## src/hw/gpio_ports_map.vh

```
// register offsets, field positions, reset values and timing for the port block
`ifndef GPIO_PORTS_MAP_VH
`define GPIO_PORTS_MAP_VH

// ************************************************
// register byte offsets
// ************************************************
`define OFS_PORT_A      8'h00
`define OFS_PORT_C      8'h04
`define OFS_PORT_D      8'h08
`define OFS_PORT_E      8'h0C
`define OFS_PORT_F      8'h10
`define OFS_BIT_SET     8'h14
`define OFS_BIT_CLR     8'h18
`define OFS_BIT_TEST    8'h1C
`define OFS_CTRL        8'h20
`define OFS_STATUS      8'h24

// ************************************************
// bit-operation selector fields
// ************************************************
`define SEL_PORT_LO     4
`define SEL_PORT_HI     6
`define SEL_BIT_LO      0
`define SEL_BIT_HI      1
`define PSEL_A          3'h0
`define PSEL_C          3'h1
`define PSEL_D          3'h2
`define PSEL_E          3'h3
`define PSEL_F          3'h4
`define BIT_NONE        5'h1F

// ************************************************
// control register fields
// ************************************************
`define CTL_SQR_EN      0
`define CTL_SER_EN      1
`define CTL_SER_WIDE    2
`define CTL_INT_SERIAL  3
`define CTL_INT_PIN_EN  4
`define CTL_STANDBY     5
`define CTL_RESET       6'h00

// ************************************************
// status register fields
// ************************************************
`define STS_STANDBY     0
`define STS_WAKE_PIN    1
`define STS_WDT_PIN     2

// ************************************************
// timing
// ************************************************
`define SQR_PERIOD_TCYC 64
`define TCYC_CLKS       1
`define SQR_HALF_CLKS   ((`SQR_PERIOD_TCYC * `TCYC_CLKS) / 2)

`endif

```

## src/hw/gpio_ports.v

```verilog
// five-port general purpose i/o block with shared functions, avalon-mm slave
//
// Implementation choices: the register addresses and the Avalon-MM slave port.
`include "gpio_ports_map.vh"
`timescale 1ns/1ps
`default_nettype none

module gpio_ports
#(
   parameter [17:0] OPEN_DRAIN_OPT = 18'h3_FFFF, // per bit, 1 = open-drain
   parameter        PORT_C_RST_HIGH = 1'b1,      // port C reset level
   parameter        PORT_D_RST_HIGH = 1'b1,      // port D reset level
   parameter        WATCHDOG_OPT    = 1'b0       // port E bit 1 as restart
)
(
   // clock and reset
   input  wire        clk_sys,
   input  wire        rst_b,
   // avalon-mm slave
   input  wire [7:0]  avs_address,
   input  wire        avs_read,
   input  wire        avs_write,
   input  wire [31:0] avs_writedata,
   output reg  [31:0] avs_readdata,
   output reg         avs_waitrequest,
   // port A pins
   input  wire [3:0]  portABitsIn,
   output wire [3:0]  portABitsOut,
   output wire [3:0]  portABitsOe,
   output wire [3:0]  portABitsPu,
   // port C pins
   input  wire [3:0]  portCBitsIn,
   output wire [3:0]  portCBitsOut,
   output wire [3:0]  portCBitsOe,
   output wire [3:0]  portCBitsPu,
   // port D pins
   input  wire [3:0]  portDBitsIn,
   output wire [3:0]  portDBitsOut,
   output wire [3:0]  portDBitsOe,
   output wire [3:0]  portDBitsPu,
   // port E pins
   input  wire [1:0]  portEBitsIn,
   output wire [1:0]  portEBitsOut,
   output wire [1:0]  portEBitsOe,
   output wire [1:0]  portEBitsPu,
   // port F pins
   input  wire [3:0]  portFBitsIn,
   output wire [3:0]  portFBitsOut,
   output wire [3:0]  portFBitsOe,
   output wire [3:0]  portFBitsPu,
   // serial shifter side
   input  wire        serDataOut,
   input  wire        serClkOut,
   input  wire        serClkMaster,
   output reg         serDataIn_q,
   output reg         serClkIn_q,
   output reg         serEnable_q,
   output reg         serWide_q,
   // interrupt and standby side
   output reg         intSrcSerial_q,
   output reg         extIntReq_q,
   output reg         standby_q,
   output reg         watchdogRestart_q
);

   // ************************************************
   // declarations
   // ************************************************

   localparam [4:0] IDX_A = 5'h00; // flat bit index bases
   localparam [4:0] IDX_C = 5'h04;
   localparam [4:0] IDX_D = 5'h08;
   localparam [4:0] IDX_E = 5'h0C;
   localparam [4:0] IDX_F = 5'h0E;
   localparam NBITS = 18;

   wire [NBITS-1:0] pinIn;      // all pins, flat
   wire [NBITS-1:0] pinOut;     // drive values
   wire [NBITS-1:0] pinOe;      // drive enables
   wire [NBITS-1:0] pinPu;      // pull-up enables
   wire [NBITS-1:0] latch;      // output latches
   wire [NBITS-1:0] pinSync;    // synchronised pin levels
   reg  [NBITS-1:0] wrEn;       // latch write enables
   reg  [NBITS-1:0] wrVal;      // latch write values
   reg  [NBITS-1:0] fnEn;       // shared function active
   reg  [NBITS-1:0] fnVal;      // shared function level

   reg              sqrEn_q;    // square wave enable
   reg              intPinEn_q; // port F bit 3 as interrupt input
   reg  [5:0]       sqrCnt_q;   // half-period counter
   reg              sqrLvl_q;   // square wave level
   reg  [4:0]       testSel_q;  // bit chosen for testing

   wire             busReq;     // request present
   wire             busDo;      // request completes this edge
   reg  [31:0]      rdMux;      // read data source
   reg  [4:0]       selIdx;     // decoded bit-op index

   assign busReq = avs_read | avs_write;
   assign busDo  = busReq & ~avs_waitrequest;

   // flat pin vector: A, C, D, E, F from low to high
   assign pinIn = {portFBitsIn, portEBitsIn, portDBitsIn,
                   portCBitsIn, portABitsIn};

   // pin outputs are cell flip-flops, split back per port
   assign portABitsOut = pinOut[IDX_A+3:IDX_A];
   assign portABitsOe  = pinOe[IDX_A+3:IDX_A];
   assign portABitsPu  = pinPu[IDX_A+3:IDX_A];
   assign portCBitsOut = pinOut[IDX_C+3:IDX_C];
   assign portCBitsOe  = pinOe[IDX_C+3:IDX_C];
   assign portCBitsPu  = pinPu[IDX_C+3:IDX_C];
   assign portDBitsOut = pinOut[IDX_D+3:IDX_D];
   assign portDBitsOe  = pinOe[IDX_D+3:IDX_D];
   assign portDBitsPu  = pinPu[IDX_D+3:IDX_D];
   assign portEBitsOut = pinOut[IDX_E+1:IDX_E];
   assign portEBitsOe  = pinOe[IDX_E+1:IDX_E];
   assign portEBitsPu  = pinPu[IDX_E+1:IDX_E];
   assign portFBitsOut = pinOut[IDX_F+3:IDX_F];
   assign portFBitsOe  = pinOe[IDX_F+3:IDX_F];
   assign portFBitsPu  = pinPu[IDX_F+3:IDX_F];

   // ************************************************
   // port bit cells
   // ************************************************

   // reset level: C and D by option, all others high
   genvar gi;
   generate
      for (gi = 0; gi < NBITS; gi = gi + 1)
      begin : g_cell
         localparam RST_HI = (gi >= IDX_C && gi < IDX_D) ? PORT_C_RST_HIGH :
                             (gi >= IDX_D && gi < IDX_E) ? PORT_D_RST_HIGH :
                             1'b1;
         io_cell
         #(
            .OPEN_DRAIN (OPEN_DRAIN_OPT[gi]),
            .RESET_HIGH (RST_HI)
         )
         u_cell
         (
            .clk_sys   (clk_sys),
            .rst_b     (rst_b),
            .wrEn      (wrEn[gi]),
            .wrVal     (wrVal[gi]),
            .fnEn      (fnEn[gi]),
            .fnVal     (fnVal[gi]),
            .pinIn     (pinIn[gi]),
            .pinOut_q  (pinOut[gi]),
            .pinOe_q   (pinOe[gi]),
            .pinPu_q   (pinPu[gi]),
            .latch_q   (latch[gi]),
            .pinSync_q (pinSync[gi])
         );
      end
   endgenerate

   // ************************************************
   // bit selector decode
   // ************************************************

   // port code and bit number to flat index, none when invalid
   always @*
   begin
      selIdx = `BIT_NONE;
      case (avs_writedata[`SEL_PORT_HI:`SEL_PORT_LO])
         `PSEL_A: selIdx = IDX_A + {3'h0, avs_writedata[`SEL_BIT_HI:0]};
         `PSEL_C: selIdx = IDX_C + {3'h0, avs_writedata[`SEL_BIT_HI:0]};
         `PSEL_D: selIdx = IDX_D + {3'h0, avs_writedata[`SEL_BIT_HI:0]};
         `PSEL_E:
         begin
            if (!avs_writedata[`SEL_BIT_HI])
               selIdx = IDX_E + {4'h0, avs_writedata[`SEL_BIT_LO]};
         end
         `PSEL_F: selIdx = IDX_F + {3'h0, avs_writedata[`SEL_BIT_HI:0]};
         default: selIdx = `BIT_NONE;
      endcase
   end

   // ************************************************
   // latch write decode
   // ************************************************

   // port writes (four bits, two for port E) and single-bit set/clear
   always @*
   begin
      wrEn  = {NBITS{1'b0}};
      wrVal = {NBITS{1'b0}};
      if (busDo && avs_write)
      begin
         case (avs_address)
            `OFS_PORT_A:
            begin
               wrEn[IDX_A+3:IDX_A]  = 4'hF;
               wrVal[IDX_A+3:IDX_A] = avs_writedata[3:0];
            end
            `OFS_PORT_C:
            begin
               wrEn[IDX_C+3:IDX_C]  = 4'hF;
               wrVal[IDX_C+3:IDX_C] = avs_writedata[3:0];
            end
            `OFS_PORT_D:
            begin
               wrEn[IDX_D+3:IDX_D]  = 4'hF;
               wrVal[IDX_D+3:IDX_D] = avs_writedata[3:0];
            end
            `OFS_PORT_E:
            begin
               wrEn[IDX_E+1:IDX_E]  = 2'h3;
               wrVal[IDX_E+1:IDX_E] = avs_writedata[1:0];
            end
            `OFS_PORT_F:
            begin
               wrEn[IDX_F+3:IDX_F]  = 4'hF;
               wrVal[IDX_F+3:IDX_F] = avs_writedata[3:0];
            end
            `OFS_BIT_SET:
            begin
               if (selIdx != `BIT_NONE)
               begin
                  wrEn[selIdx]  = 1'b1;
                  wrVal[selIdx] = 1'b1;
               end
            end
            `OFS_BIT_CLR:
            begin
               if (selIdx != `BIT_NONE)
               begin
                  wrEn[selIdx]  = 1'b1;
                  wrVal[selIdx] = 1'b0;
               end
            end
            default:
            begin
               wrEn  = {NBITS{1'b0}};
               wrVal = {NBITS{1'b0}};
            end
         endcase
      end
   end

   // ************************************************
   // shared pin functions
   // ************************************************

   // function overrides; a released pin has its transistor off
   always @*
   begin
      fnEn  = {NBITS{1'b0}};
      fnVal = {NBITS{1'b1}};
      fnEn[IDX_E]  = sqrEn_q;
      fnVal[IDX_E] = sqrLvl_q;
      fnEn[IDX_E+1] = WATCHDOG_OPT;
      fnEn[IDX_F]   = serEnable_q;
      fnEn[IDX_F+1] = serEnable_q;
      fnVal[IDX_F+1] = serDataOut;
      fnEn[IDX_F+2] = serEnable_q;
      fnVal[IDX_F+2] = serClkOut | ~serClkMaster;
      fnEn[IDX_F+3] = intPinEn_q;
      // no square wave path exists toward port F
   end

   // ************************************************
   // square wave generator
   // ************************************************

   // toggles every half period, 64 instruction cycles a period
   always @(posedge clk_sys or negedge rst_b)
   begin
      if (!rst_b)
      begin
         sqrCnt_q <= 6'h00;
         sqrLvl_q <= 1'b1;
      end
      else if (!sqrEn_q)
      begin
         sqrCnt_q <= 6'h00;
         sqrLvl_q <= 1'b1;
      end
      else if ({26'h000_0000, sqrCnt_q} == `SQR_HALF_CLKS - 1)
      begin
         sqrCnt_q <= 6'h00;
         sqrLvl_q <= ~sqrLvl_q;
      end
      else
         sqrCnt_q <= sqrCnt_q + 6'h01;
   end

   // ************************************************
   // control register
   // ************************************************

   // software-set functions; serial and pin interrupt off at reset
   always @(posedge clk_sys or negedge rst_b)
   begin
      if (!rst_b)
      begin
         sqrEn_q        <= 1'b0;
         serEnable_q    <= 1'b0;
         serWide_q      <= 1'b0;
         intSrcSerial_q <= 1'b0;
         intPinEn_q     <= 1'b0;
         testSel_q      <= `BIT_NONE;
      end
      else if (busDo && avs_write)
      begin
         if (avs_address == `OFS_CTRL)
         begin
            sqrEn_q        <= avs_writedata[`CTL_SQR_EN];
            serEnable_q    <= avs_writedata[`CTL_SER_EN];
            serWide_q      <= avs_writedata[`CTL_SER_WIDE];
            intSrcSerial_q <= avs_writedata[`CTL_INT_SERIAL];
            intPinEn_q     <= avs_writedata[`CTL_INT_PIN_EN];
         end
         if (avs_address == `OFS_BIT_TEST)
            testSel_q <= selIdx;
      end
   end

   // ************************************************
   // standby and sampled inputs
   // ************************************************

   // standby entered by software, left when port A bit 3 reads low
   always @(posedge clk_sys or negedge rst_b)
   begin
      if (!rst_b)
      begin
         standby_q         <= 1'b0;
         serDataIn_q       <= 1'b1;
         serClkIn_q        <= 1'b1;
         extIntReq_q       <= 1'b0;
         watchdogRestart_q <= 1'b0;
      end
      else
      begin
         if (busDo && avs_write && avs_address == `OFS_CTRL &&
             avs_writedata[`CTL_STANDBY])
            standby_q <= 1'b1;
         else if (!pinSync[IDX_A+3])
            standby_q <= 1'b0;
         serDataIn_q       <= pinSync[IDX_F] | ~serEnable_q;
         serClkIn_q        <= pinSync[IDX_F+2] | ~serEnable_q;
         extIntReq_q       <= intPinEn_q & ~pinSync[IDX_F+3];
         watchdogRestart_q <= WATCHDOG_OPT & ~pinSync[IDX_E+1];
      end
   end

   // ************************************************
   // read mux
   // ************************************************

   // port reads return pin levels, not latches
   always @*
   begin
      rdMux = 32'h0000_0000;
      case (avs_address)
         `OFS_PORT_A: rdMux[3:0] = pinSync[IDX_A+3:IDX_A];
         `OFS_PORT_C: rdMux[3:0] = pinSync[IDX_C+3:IDX_C];
         `OFS_PORT_D: rdMux[3:0] = pinSync[IDX_D+3:IDX_D];
         `OFS_PORT_E: rdMux[1:0] = pinSync[IDX_E+1:IDX_E];
         `OFS_PORT_F: rdMux[3:0] = pinSync[IDX_F+3:IDX_F];
         `OFS_BIT_TEST:
         begin
            if (testSel_q != `BIT_NONE)
            begin
               rdMux[0] = pinSync[testSel_q];
               rdMux[1] = ~pinSync[testSel_q];
            end
         end
         `OFS_CTRL:
         begin
            rdMux[`CTL_SQR_EN]     = sqrEn_q;
            rdMux[`CTL_SER_EN]     = serEnable_q;
            rdMux[`CTL_SER_WIDE]   = serWide_q;
            rdMux[`CTL_INT_SERIAL] = intSrcSerial_q;
            rdMux[`CTL_INT_PIN_EN] = intPinEn_q;
         end
         `OFS_STATUS:
         begin
            rdMux[`STS_STANDBY]  = standby_q;
            rdMux[`STS_WAKE_PIN] = pinSync[IDX_A+3];
            rdMux[`STS_WDT_PIN]  = pinSync[IDX_E+1];
         end
         default: rdMux = 32'h0000_0000;
      endcase
   end

   // ************************************************
   // bus handshake
   // ************************************************

   // one wait cycle: waitrequest drops for a single edge per access
   always @(posedge clk_sys or negedge rst_b)
   begin
      if (!rst_b)
      begin
         avs_waitrequest <= 1'b1;
         avs_readdata    <= 32'h0000_0000;
      end
      else
      begin
         avs_waitrequest <= ~(busReq & avs_waitrequest);
         if (avs_read && avs_waitrequest)
            avs_readdata <= rdMux;
      end
   end

endmodule // gpio_ports

`default_nettype wire

```

## src/hw/io_cell.v

```verilog
// one port bit: output latch, pin drive, pull-up option and input synchroniser
`timescale 1ns/1ps
`default_nettype none

module io_cell
#(
   parameter OPEN_DRAIN = 1'b1,  // 1 open-drain, 0 internal pull-up
   parameter RESET_HIGH = 1'b1   // latch level during and after reset
)
(
   // clock and reset
   input  wire clk_sys,
   input  wire rst_b,
   // latch write
   input  wire wrEn,
   input  wire wrVal,
   // shared function override
   input  wire fnEn,
   input  wire fnVal,
   // pin
   input  wire pinIn,
   output reg  pinOut_q,
   output reg  pinOe_q,
   output reg  pinPu_q,
   // state back to the port logic
   output reg  latch_q,
   output reg  pinSync_q
);

   reg meta_q;   // first synchroniser stage

   // ************************************************
   // output latch and pin drive
   // ************************************************

   // latch holds the written level; n-channel pulls low when level is 0
   always @(posedge clk_sys or negedge rst_b)
   begin
      if (!rst_b)
      begin
         latch_q  <= RESET_HIGH;
         pinOe_q  <= ~RESET_HIGH;
         pinOut_q <= 1'b0;
         pinPu_q  <= 1'b0;
      end
      else
      begin
         if (wrEn)
            latch_q <= wrVal;
         pinOut_q <= 1'b0;           // only ever sinks
         pinPu_q  <= ~OPEN_DRAIN;
         if (fnEn)
            pinOe_q <= ~fnVal;       // shared function drives
         else if (wrEn)
            pinOe_q <= ~wrVal;
         else
            pinOe_q <= ~latch_q;
      end
   end

   // ************************************************
   // input synchroniser
   // ************************************************

   // two stages before any logic sees the pin
   always @(posedge clk_sys or negedge rst_b)
   begin
      if (!rst_b)
      begin
         meta_q    <= 1'b1;
         pinSync_q <= 1'b1;
      end
      else
      begin
         meta_q    <= pinIn;
         pinSync_q <= meta_q;
      end
   end

endmodule // io_cell

`default_nettype wire

```

## config.mk

```make
export PLATFORM = sky130hd
export DESIGN_NAME = gpio_ports
export DESIGN_NICKNAME = d
export VERILOG_FILES = /design/src/hw/gpio_ports.v /design/src/hw/io_cell.v
export VERILOG_INCLUDE_DIRS = /design/src /design/src/hw
export SDC_FILE = /design/constraint.sdc
export NUM_CORES = 1
export LEC_CHECK = 0
export BUFFER_PORTS_ARGS = -buffer_cell sky130_fd_sc_hd__buf_2
export CORE_ASPECT_RATIO = 0.7
export CORE_MARGIN = 2
export CORE_UTILIZATION = 56
export DETAILED_ROUTE_END_ITERATION = 8
export PLACE_DENSITY = 0.86
export SYNTH_ARGS = -nofsm -noshare
export SYNTH_HDL_FRONTEND = slang
export SYNTH_SLANG_ARGS = --single-unit
```

## constraint.sdc

```tcl
create_clock -name clk_sys -period 2.9 [get_ports clk_sys]
set_input_delay 0.435 -clock clk_sys [delete_from_list [all_inputs] [get_ports clk_sys]]
set_output_delay 0.435 -clock clk_sys [all_outputs]
set_load 0.05 [all_outputs]
```

# Word level (Yosys, flattened, before mapping)
# Index checks and enable logic that the tools add are counted.
[word_totals]
reg_bits = 99
input_bits = 65
[classes]
add_sub_neg = 5
magnitude_cmp = 3
eq_ne = 18
mux = 53
bitwise = 52
n_reduce_logical = 10
[op_table]
columns = ["cell", "n"]
rows = [
  ["$pmux W4 S2", 8],
  ["$mux W18", 3],
  ["$not A1 Y1", 45],
  ["$eq A8 B5 Y1 const B", 4],
  ["$mux W1", 30],
  ["$pmux W5 S5", 1],
  ["$eq A8 B4 Y1 const B", 2],
  ["$eq A8 B6 Y1 const B", 2],
  ["$pmux W2 S8", 1],
  ["$lt A5 B6 Y1 const B", 2],
  ["$mux W6", 2],
  ["$add A4 B2 Y5 const A", 2],
  ["$ne A5 B5 Y1 const B", 2],
  ["$eq A8 B3 Y1 const B", 1],
  ["$logic_not A8 Y1", 1],
  ["$pmux W2 S2", 2],
  ["$add A6 B1 Y6 const B", 1],
  ["$eq A3 B2 Y1 const B", 2],
  ["$eq A6 B5 Y1 const B", 1],
  ["$pmux W1 S6", 1],
  ["$add A4 B1 Y5 const A", 1],
  ["$bmux W1 S5", 1],
  ["$demux W1 S5", 1],
  ["$ge A5 B1 Y1 const B", 1],
  ["14 further kinds", 24],
]

# Logic depth before layout (Yosys ltp)
[depth]
ltp_word = 13
depth_mapped = 7
ltp_nobuf = 5

# By module
# From an unflattened synthesis, not the netlist that was laid out.
[unflattened]
cells_unflattened = 475
area_unflattened_um2 = 5366.4
[modules_own_cells]
columns = ["module", "instances", "cells_per_inst", "area_each_um2", "seq_area_each_um2"]
rows = [
  ["io_cell", 18, 9, 160.2, 103.8],
  ["gpio_ports", 1, 313, 2483.6, 686.9],
]

# Least setup slack after synthesis
# Ideal clock, no wire load.
[synth_path]
path_kind = "input -> register"
startpoint = "input port avs_writedata[1]"
endpoint = "register g_cell[7].u_cell.latch_q"
setup_time_ns = 0.082
t_arrival_ns = 1.901
path_slack_ns = 0.917
cell_stages = 6
n_path_buf = 1
cell_sequence = "buf_6 -> a21o_1 -> a222oi_1 -> nor2_1 -> o21ai_2 -> mux2_2"
[synth_via]
elab_chain_cells = 9
word_cells_on_any_way = 16
cone_classes = "add/sub (3); order compare (2); eq/ne (1); mux (9); reduce/logical (1)"
[synth_lines]
columns = ["item", "line_no", "rtl"]
rows = [
  ["start: declaration", "gpio_ports.v:23", "input wire [31:0] avs_writedata,"],
  ["$add A4 B2 Y5, or another cell as far along", "gpio_ports.v:175", "`PSEL_F: selIdx = IDX_F + {3'h0, avs_writedata[`SEL_BIT_HI:0]};"],
  ["$pmux W5 S5 (*)", "gpio_ports.v:166", "case (avs_writedata[`SEL_PORT_HI:`SEL_PORT_LO])"],
  ["$lt A5 B6 Y1 / $ge A5 B1 Y1 (equally long branches)", "n/a", ""],
  ["$logic_and A1 B1 Y1", "n/a", ""],
  ["$mux W1", "n/a", ""],
  ["$demux W1 S5", "n/a", ""],
  ["$mux W18 (*)", "gpio_ports.v:219, gpio_ports.v:227", ""],
  ["$pmux W4 S2", "gpio_ports.v:191", "case (avs_address)"],
  ["$mux W18", "gpio_ports.v:189", "if (busDo && avs_write)"],
  ["end signal: assignment", "io_cell.v:49", "latch_q <= wrVal;"],
  ["end: declaration", "io_cell.v:26", "output reg latch_q,"],
]
# Every way passes the cells marked *; elsewhere a longest branch is shown, timed or not.
# A chain may end at the register's enable or synchronous reset.

# Worst setup path in the final report
[layout_path]
startpoint = "input port avs_writedata[5]"
endpoint = "register g_cell[15].u_cell.pinOe_q"
[layout_via]
elab_chain_cells = 12
word_cells_on_any_way = 20
cone_classes = "order compare (2); eq/ne (5); mux (10); bitwise (1); reduce/logical (2)"
[layout_lines]
columns = ["item", "line_no", "rtl"]
rows = [
  ["$eq A3 B3 Y1, or another cell as far along", "gpio_ports.v:166", ""],
  ["$pmux W5 S5 (*)", "gpio_ports.v:166", ""],
  ["$lt A5 B6 Y1 / $ge A5 B1 Y1 (equally long branches)", "n/a", ""],
  ["$logic_and A1 B1 Y1", "n/a", ""],
  ["$mux W1", "n/a", ""],
  ["$demux W1 S5", "n/a", ""],
  ["$mux W18 (*)", "gpio_ports.v:219, gpio_ports.v:227", ""],
  ["$pmux W4 S2", "gpio_ports.v:191", ""],
  ["$mux W18", "gpio_ports.v:189", ""],
  ["$not A1 Y1", "io_cell.v:55", "pinOe_q <= ~wrVal;"],
  ["$mux W1 (*)", "io_cell.v:54", "else if (wrEn)"],
  ["$mux W1 (*)", "io_cell.v:52", "if (fnEn)"],
  ["end signal: assignment", "io_cell.v:53", "pinOe_q <= ~fnVal;"],
  ["end signal: assignment", "io_cell.v:55", ""],
  ["end signal: assignment", "io_cell.v:57", "pinOe_q <= ~latch_q;"],
  ["end: declaration", "io_cell.v:23", "output reg pinOe_q,"],
]
# Marked as above.

==> flow_summary.ini <==
[global_route]
track_usage = 0.2151
grt_start_max_net_pins = 46
grt_overflow_total = 0
grt_pass1_vias = 3302
grt_pass1_wl_um = 17060
antenna_found_initial = 0

[yosys]
synth_commonest_cells = 84 x buf_4, 63 x dfstp_2, 36 x dfrtp_1
yosysSeqAreaShare = 0.4817
syn_inst = 477
synth_cell_types = 72
synth_largest_area_cell = dfstp_2
yosysWarnings = 0
synth_edf_count = 0
synth_most_common_cell = buf_4
async_reset_ff_frac = 1.000
ys_seq_elements = 99
synth_top_area_frac = 0.3120
synth_flop_cell = dfstp_2
synth_area_mm2 = 0.005306
syn_area_per_cell_um2 = 11.12
synthTopCellsByArea = dfstp_2 31%, dfrtp_1 17%, buf_4 12%

[cells_and_area]
fillers = 730
drive_gt1_frac = 0.3722
area_growth_pct = 7.097
num-nets-final = 593
final_cells = 656
fin_area_mm2 = 0.005683
diodes = 0

[clock_network]
clock_latency_ps = 360
cts_sinks = 99
cts_resized = 0
clkTransAtPathRegs_ps = 70
max-clock-path-buffers = 2
cts-htree-levels = 3
cts_setup_buffers = 0
cts_root_buf = clkbuf_16
cts_buffers = 9
holdBufCountCts = 0
cts_tree = yes

[route]
wl_met1_um = 4445
dr.max_layer_used = met4
drc_errors = 0
avgViaCountPerCell = 5.509
routed_wl_um = 10640
met2_length_um = 4939
ant_nets = 0
drt_pre_antenna_iters = 5
wl_per_cell_um = 16.22
num_vias = 3614
met3WireLength_um = 1077
first_iter_violations = 259

[power]
max-vdd-ir-drop_mv = 0.4411
power_density_mw_per_mm2 = 537.4
leakagePower_nw = 2.386

[sta]
rsz0062_at_grt = no
slew_headroom = 0.5918
finalClockSkew_ps = 7.955
fin_setup_tns_ps = 0
min_period_ps = 1939
hold_viol_final = 0
period_share = 0.6688
fmax_mhz = 515.6
worst_pin_slew_ps = 607.7
drv_slew = 0
setup_viol = 0

[setup_path]
crit_path_max_fanout = 14
cp_data_arrival_time_ps = 2190
startpoint_type = input port
crit_path_end_kind = flip-flop
path_class = input port to flip-flop
critical_path_required_ps = 3150

[place]
port_buffers = 70
globalplace.congestion = 0.8827
place.detailed.hpwl_um = 7843
dp_cells = 640
placedInstanceArea_mm2 = 0.005391

[hold_path]
hold_path_class = input port to asynchronous set/reset pin

[floorplanning]
die_area_mm2 = 0.01028
core.rowCount = 29
start_util = 0.5803
die_y_um = 85.44
die_w_um = 120.3
pin_count = 160
core_area_mm2 = 0.009144

[status]
outcome = complete, no violations

[run]
drv_cap = 0
## critical path, stage by stage
cell	delay [ps]
buf_2	240
nor4bb_1	590
o2111ai_1	200
o21ai_0	370
a21oi_1	120
a221oi_1	230
## sequential cells by signal, summed over array words and instances, names as in the netlist
signal / count
g_cell.u_cell.latch_q: 18
g_cell.u_cell.meta_q: 18
g_cell.u_cell.pinOe_q: 18
g_cell.u_cell.pinSync_q: 18
sqrCnt_q: 6
avs_readdata: 5
testSel_q: 5
avs_waitrequest: 1
extIntReq_q: 1
intPinEn_q: 1
intSrcSerial_q: 1
serClkIn_q: 1
serDataIn_q: 1
serEnable_q: 1
serWide_q: 1
sqrEn_q: 1
sqrLvl_q: 1
standby_q: 1
## layout by cell type (no fill, tap or decap), types with 3 or more instances in the layout
master	n
o211ai_1	3
a21oi_1	8
a222oi_1	4
mux2_1	7
buf_2	69
nor2_1	21
dfrtp_1	36
nand2b_1	6
conb_1	64
nor2b_1	7
and2_1	3
clkbuf_16	9
dfstp_2	63
o21ai_0	25
mux2_2	18
o21ai_2	4
nand4_1	3
and3_1	4
o21a_1	8
inv_8	3
buf_4	8
mux2i_1	21
a22o_1	6
o31ai_1	5
a22oi_1	6
nor4_1	3
o21ai_1	6
xor2_1	3
nor3_1	8
nand2_1	31
nand3_1	11
## area by class of cell
class,count,area [µm²],share of cell area
clock inverter,7,66.31,0.01167
inverter,2,7.507,0.001321
tap,124,155.1,0.02730
timing repair buffer,78,425.4,0.07486
multi-input combinational,337,2247,0.3954
sequential,99,2556,0.4498
clock buffer,9,225.2,0.03963
## kinds of logic after synthesis
group                    share of synthesized area
XOR/XNOR                                  0.009670
AO/OA/AOI/OAI                               0.1318
buffers and inverters                       0.1394
AND/OR/NAND/NOR                             0.1417
adder cells (fa/ha/maj)                   0.002358
other                                    0.0007067
flip-flops                                  0.4817
multiplexers                               0.09267
## power by group
| part | internal, mW | total [mW] | leakage [nW] | switching, mW |
|---|---|---|---|---|
| registers | 1.44 | 1.47 | 1.07 | 0.0256 |
| clock network | 0.608 | 1.17 | 0.147 | 0.564 |
| logic | 0.0757 | 0.414 | 1.17 | 0.339 |
## per-stage QoR
stage	util	setup slack [ps]	power [mW]	hold WS [ps]
after floorplan	-	916.7	1.863	139.4
after global placement	0.5896	691.1	1.891	346.4
after detailed placement	0.5896	658.9	1.900	346.8
after CTS	0.6215	1025	3.076	89.50
after global routing	0.6215	856.9	3.183	112.8
final	0.6215	960.6	3.054	69.08
## path summary, 6_finish.rpt
kind,depth (start not counted),start,slack [ps],endpoint
setup reg to reg,5,avs_waitrequest$_DFF_PN1_,1010,testSel_q[1]$_DFFE_PN1P_
min in group clk_sys,1,portFBitsIn[3],170,g_cell[17].u_cell.meta_q$_DFF_PN1_
hold reg to reg,0,g_cell[11].u_cell.meta_q$_DFF_PN1_,360,g_cell[11].u_cell.pinSync_q$_DFF_PN1_
hold / removal,1,rst_b,70,serWide_q$_DFFE_PN0P_
max in group asynchronous,2,rst_b,2160,g_cell[10].u_cell.latch_q$_DFFE_PN1P_
setup / recovery,6,avs_writedata[5],960,g_cell[15].u_cell.pinOe_q$_DFF_PN0_
## layer usage
metal  vias up  global-route usage
met5         -                   0
met2       175              0.3244
li1       1670                   -
met4         0             0.06871
met1      1750              0.2987
met3        19             0.06720
No activity file was read; power rests on OpenSTA's default activity.
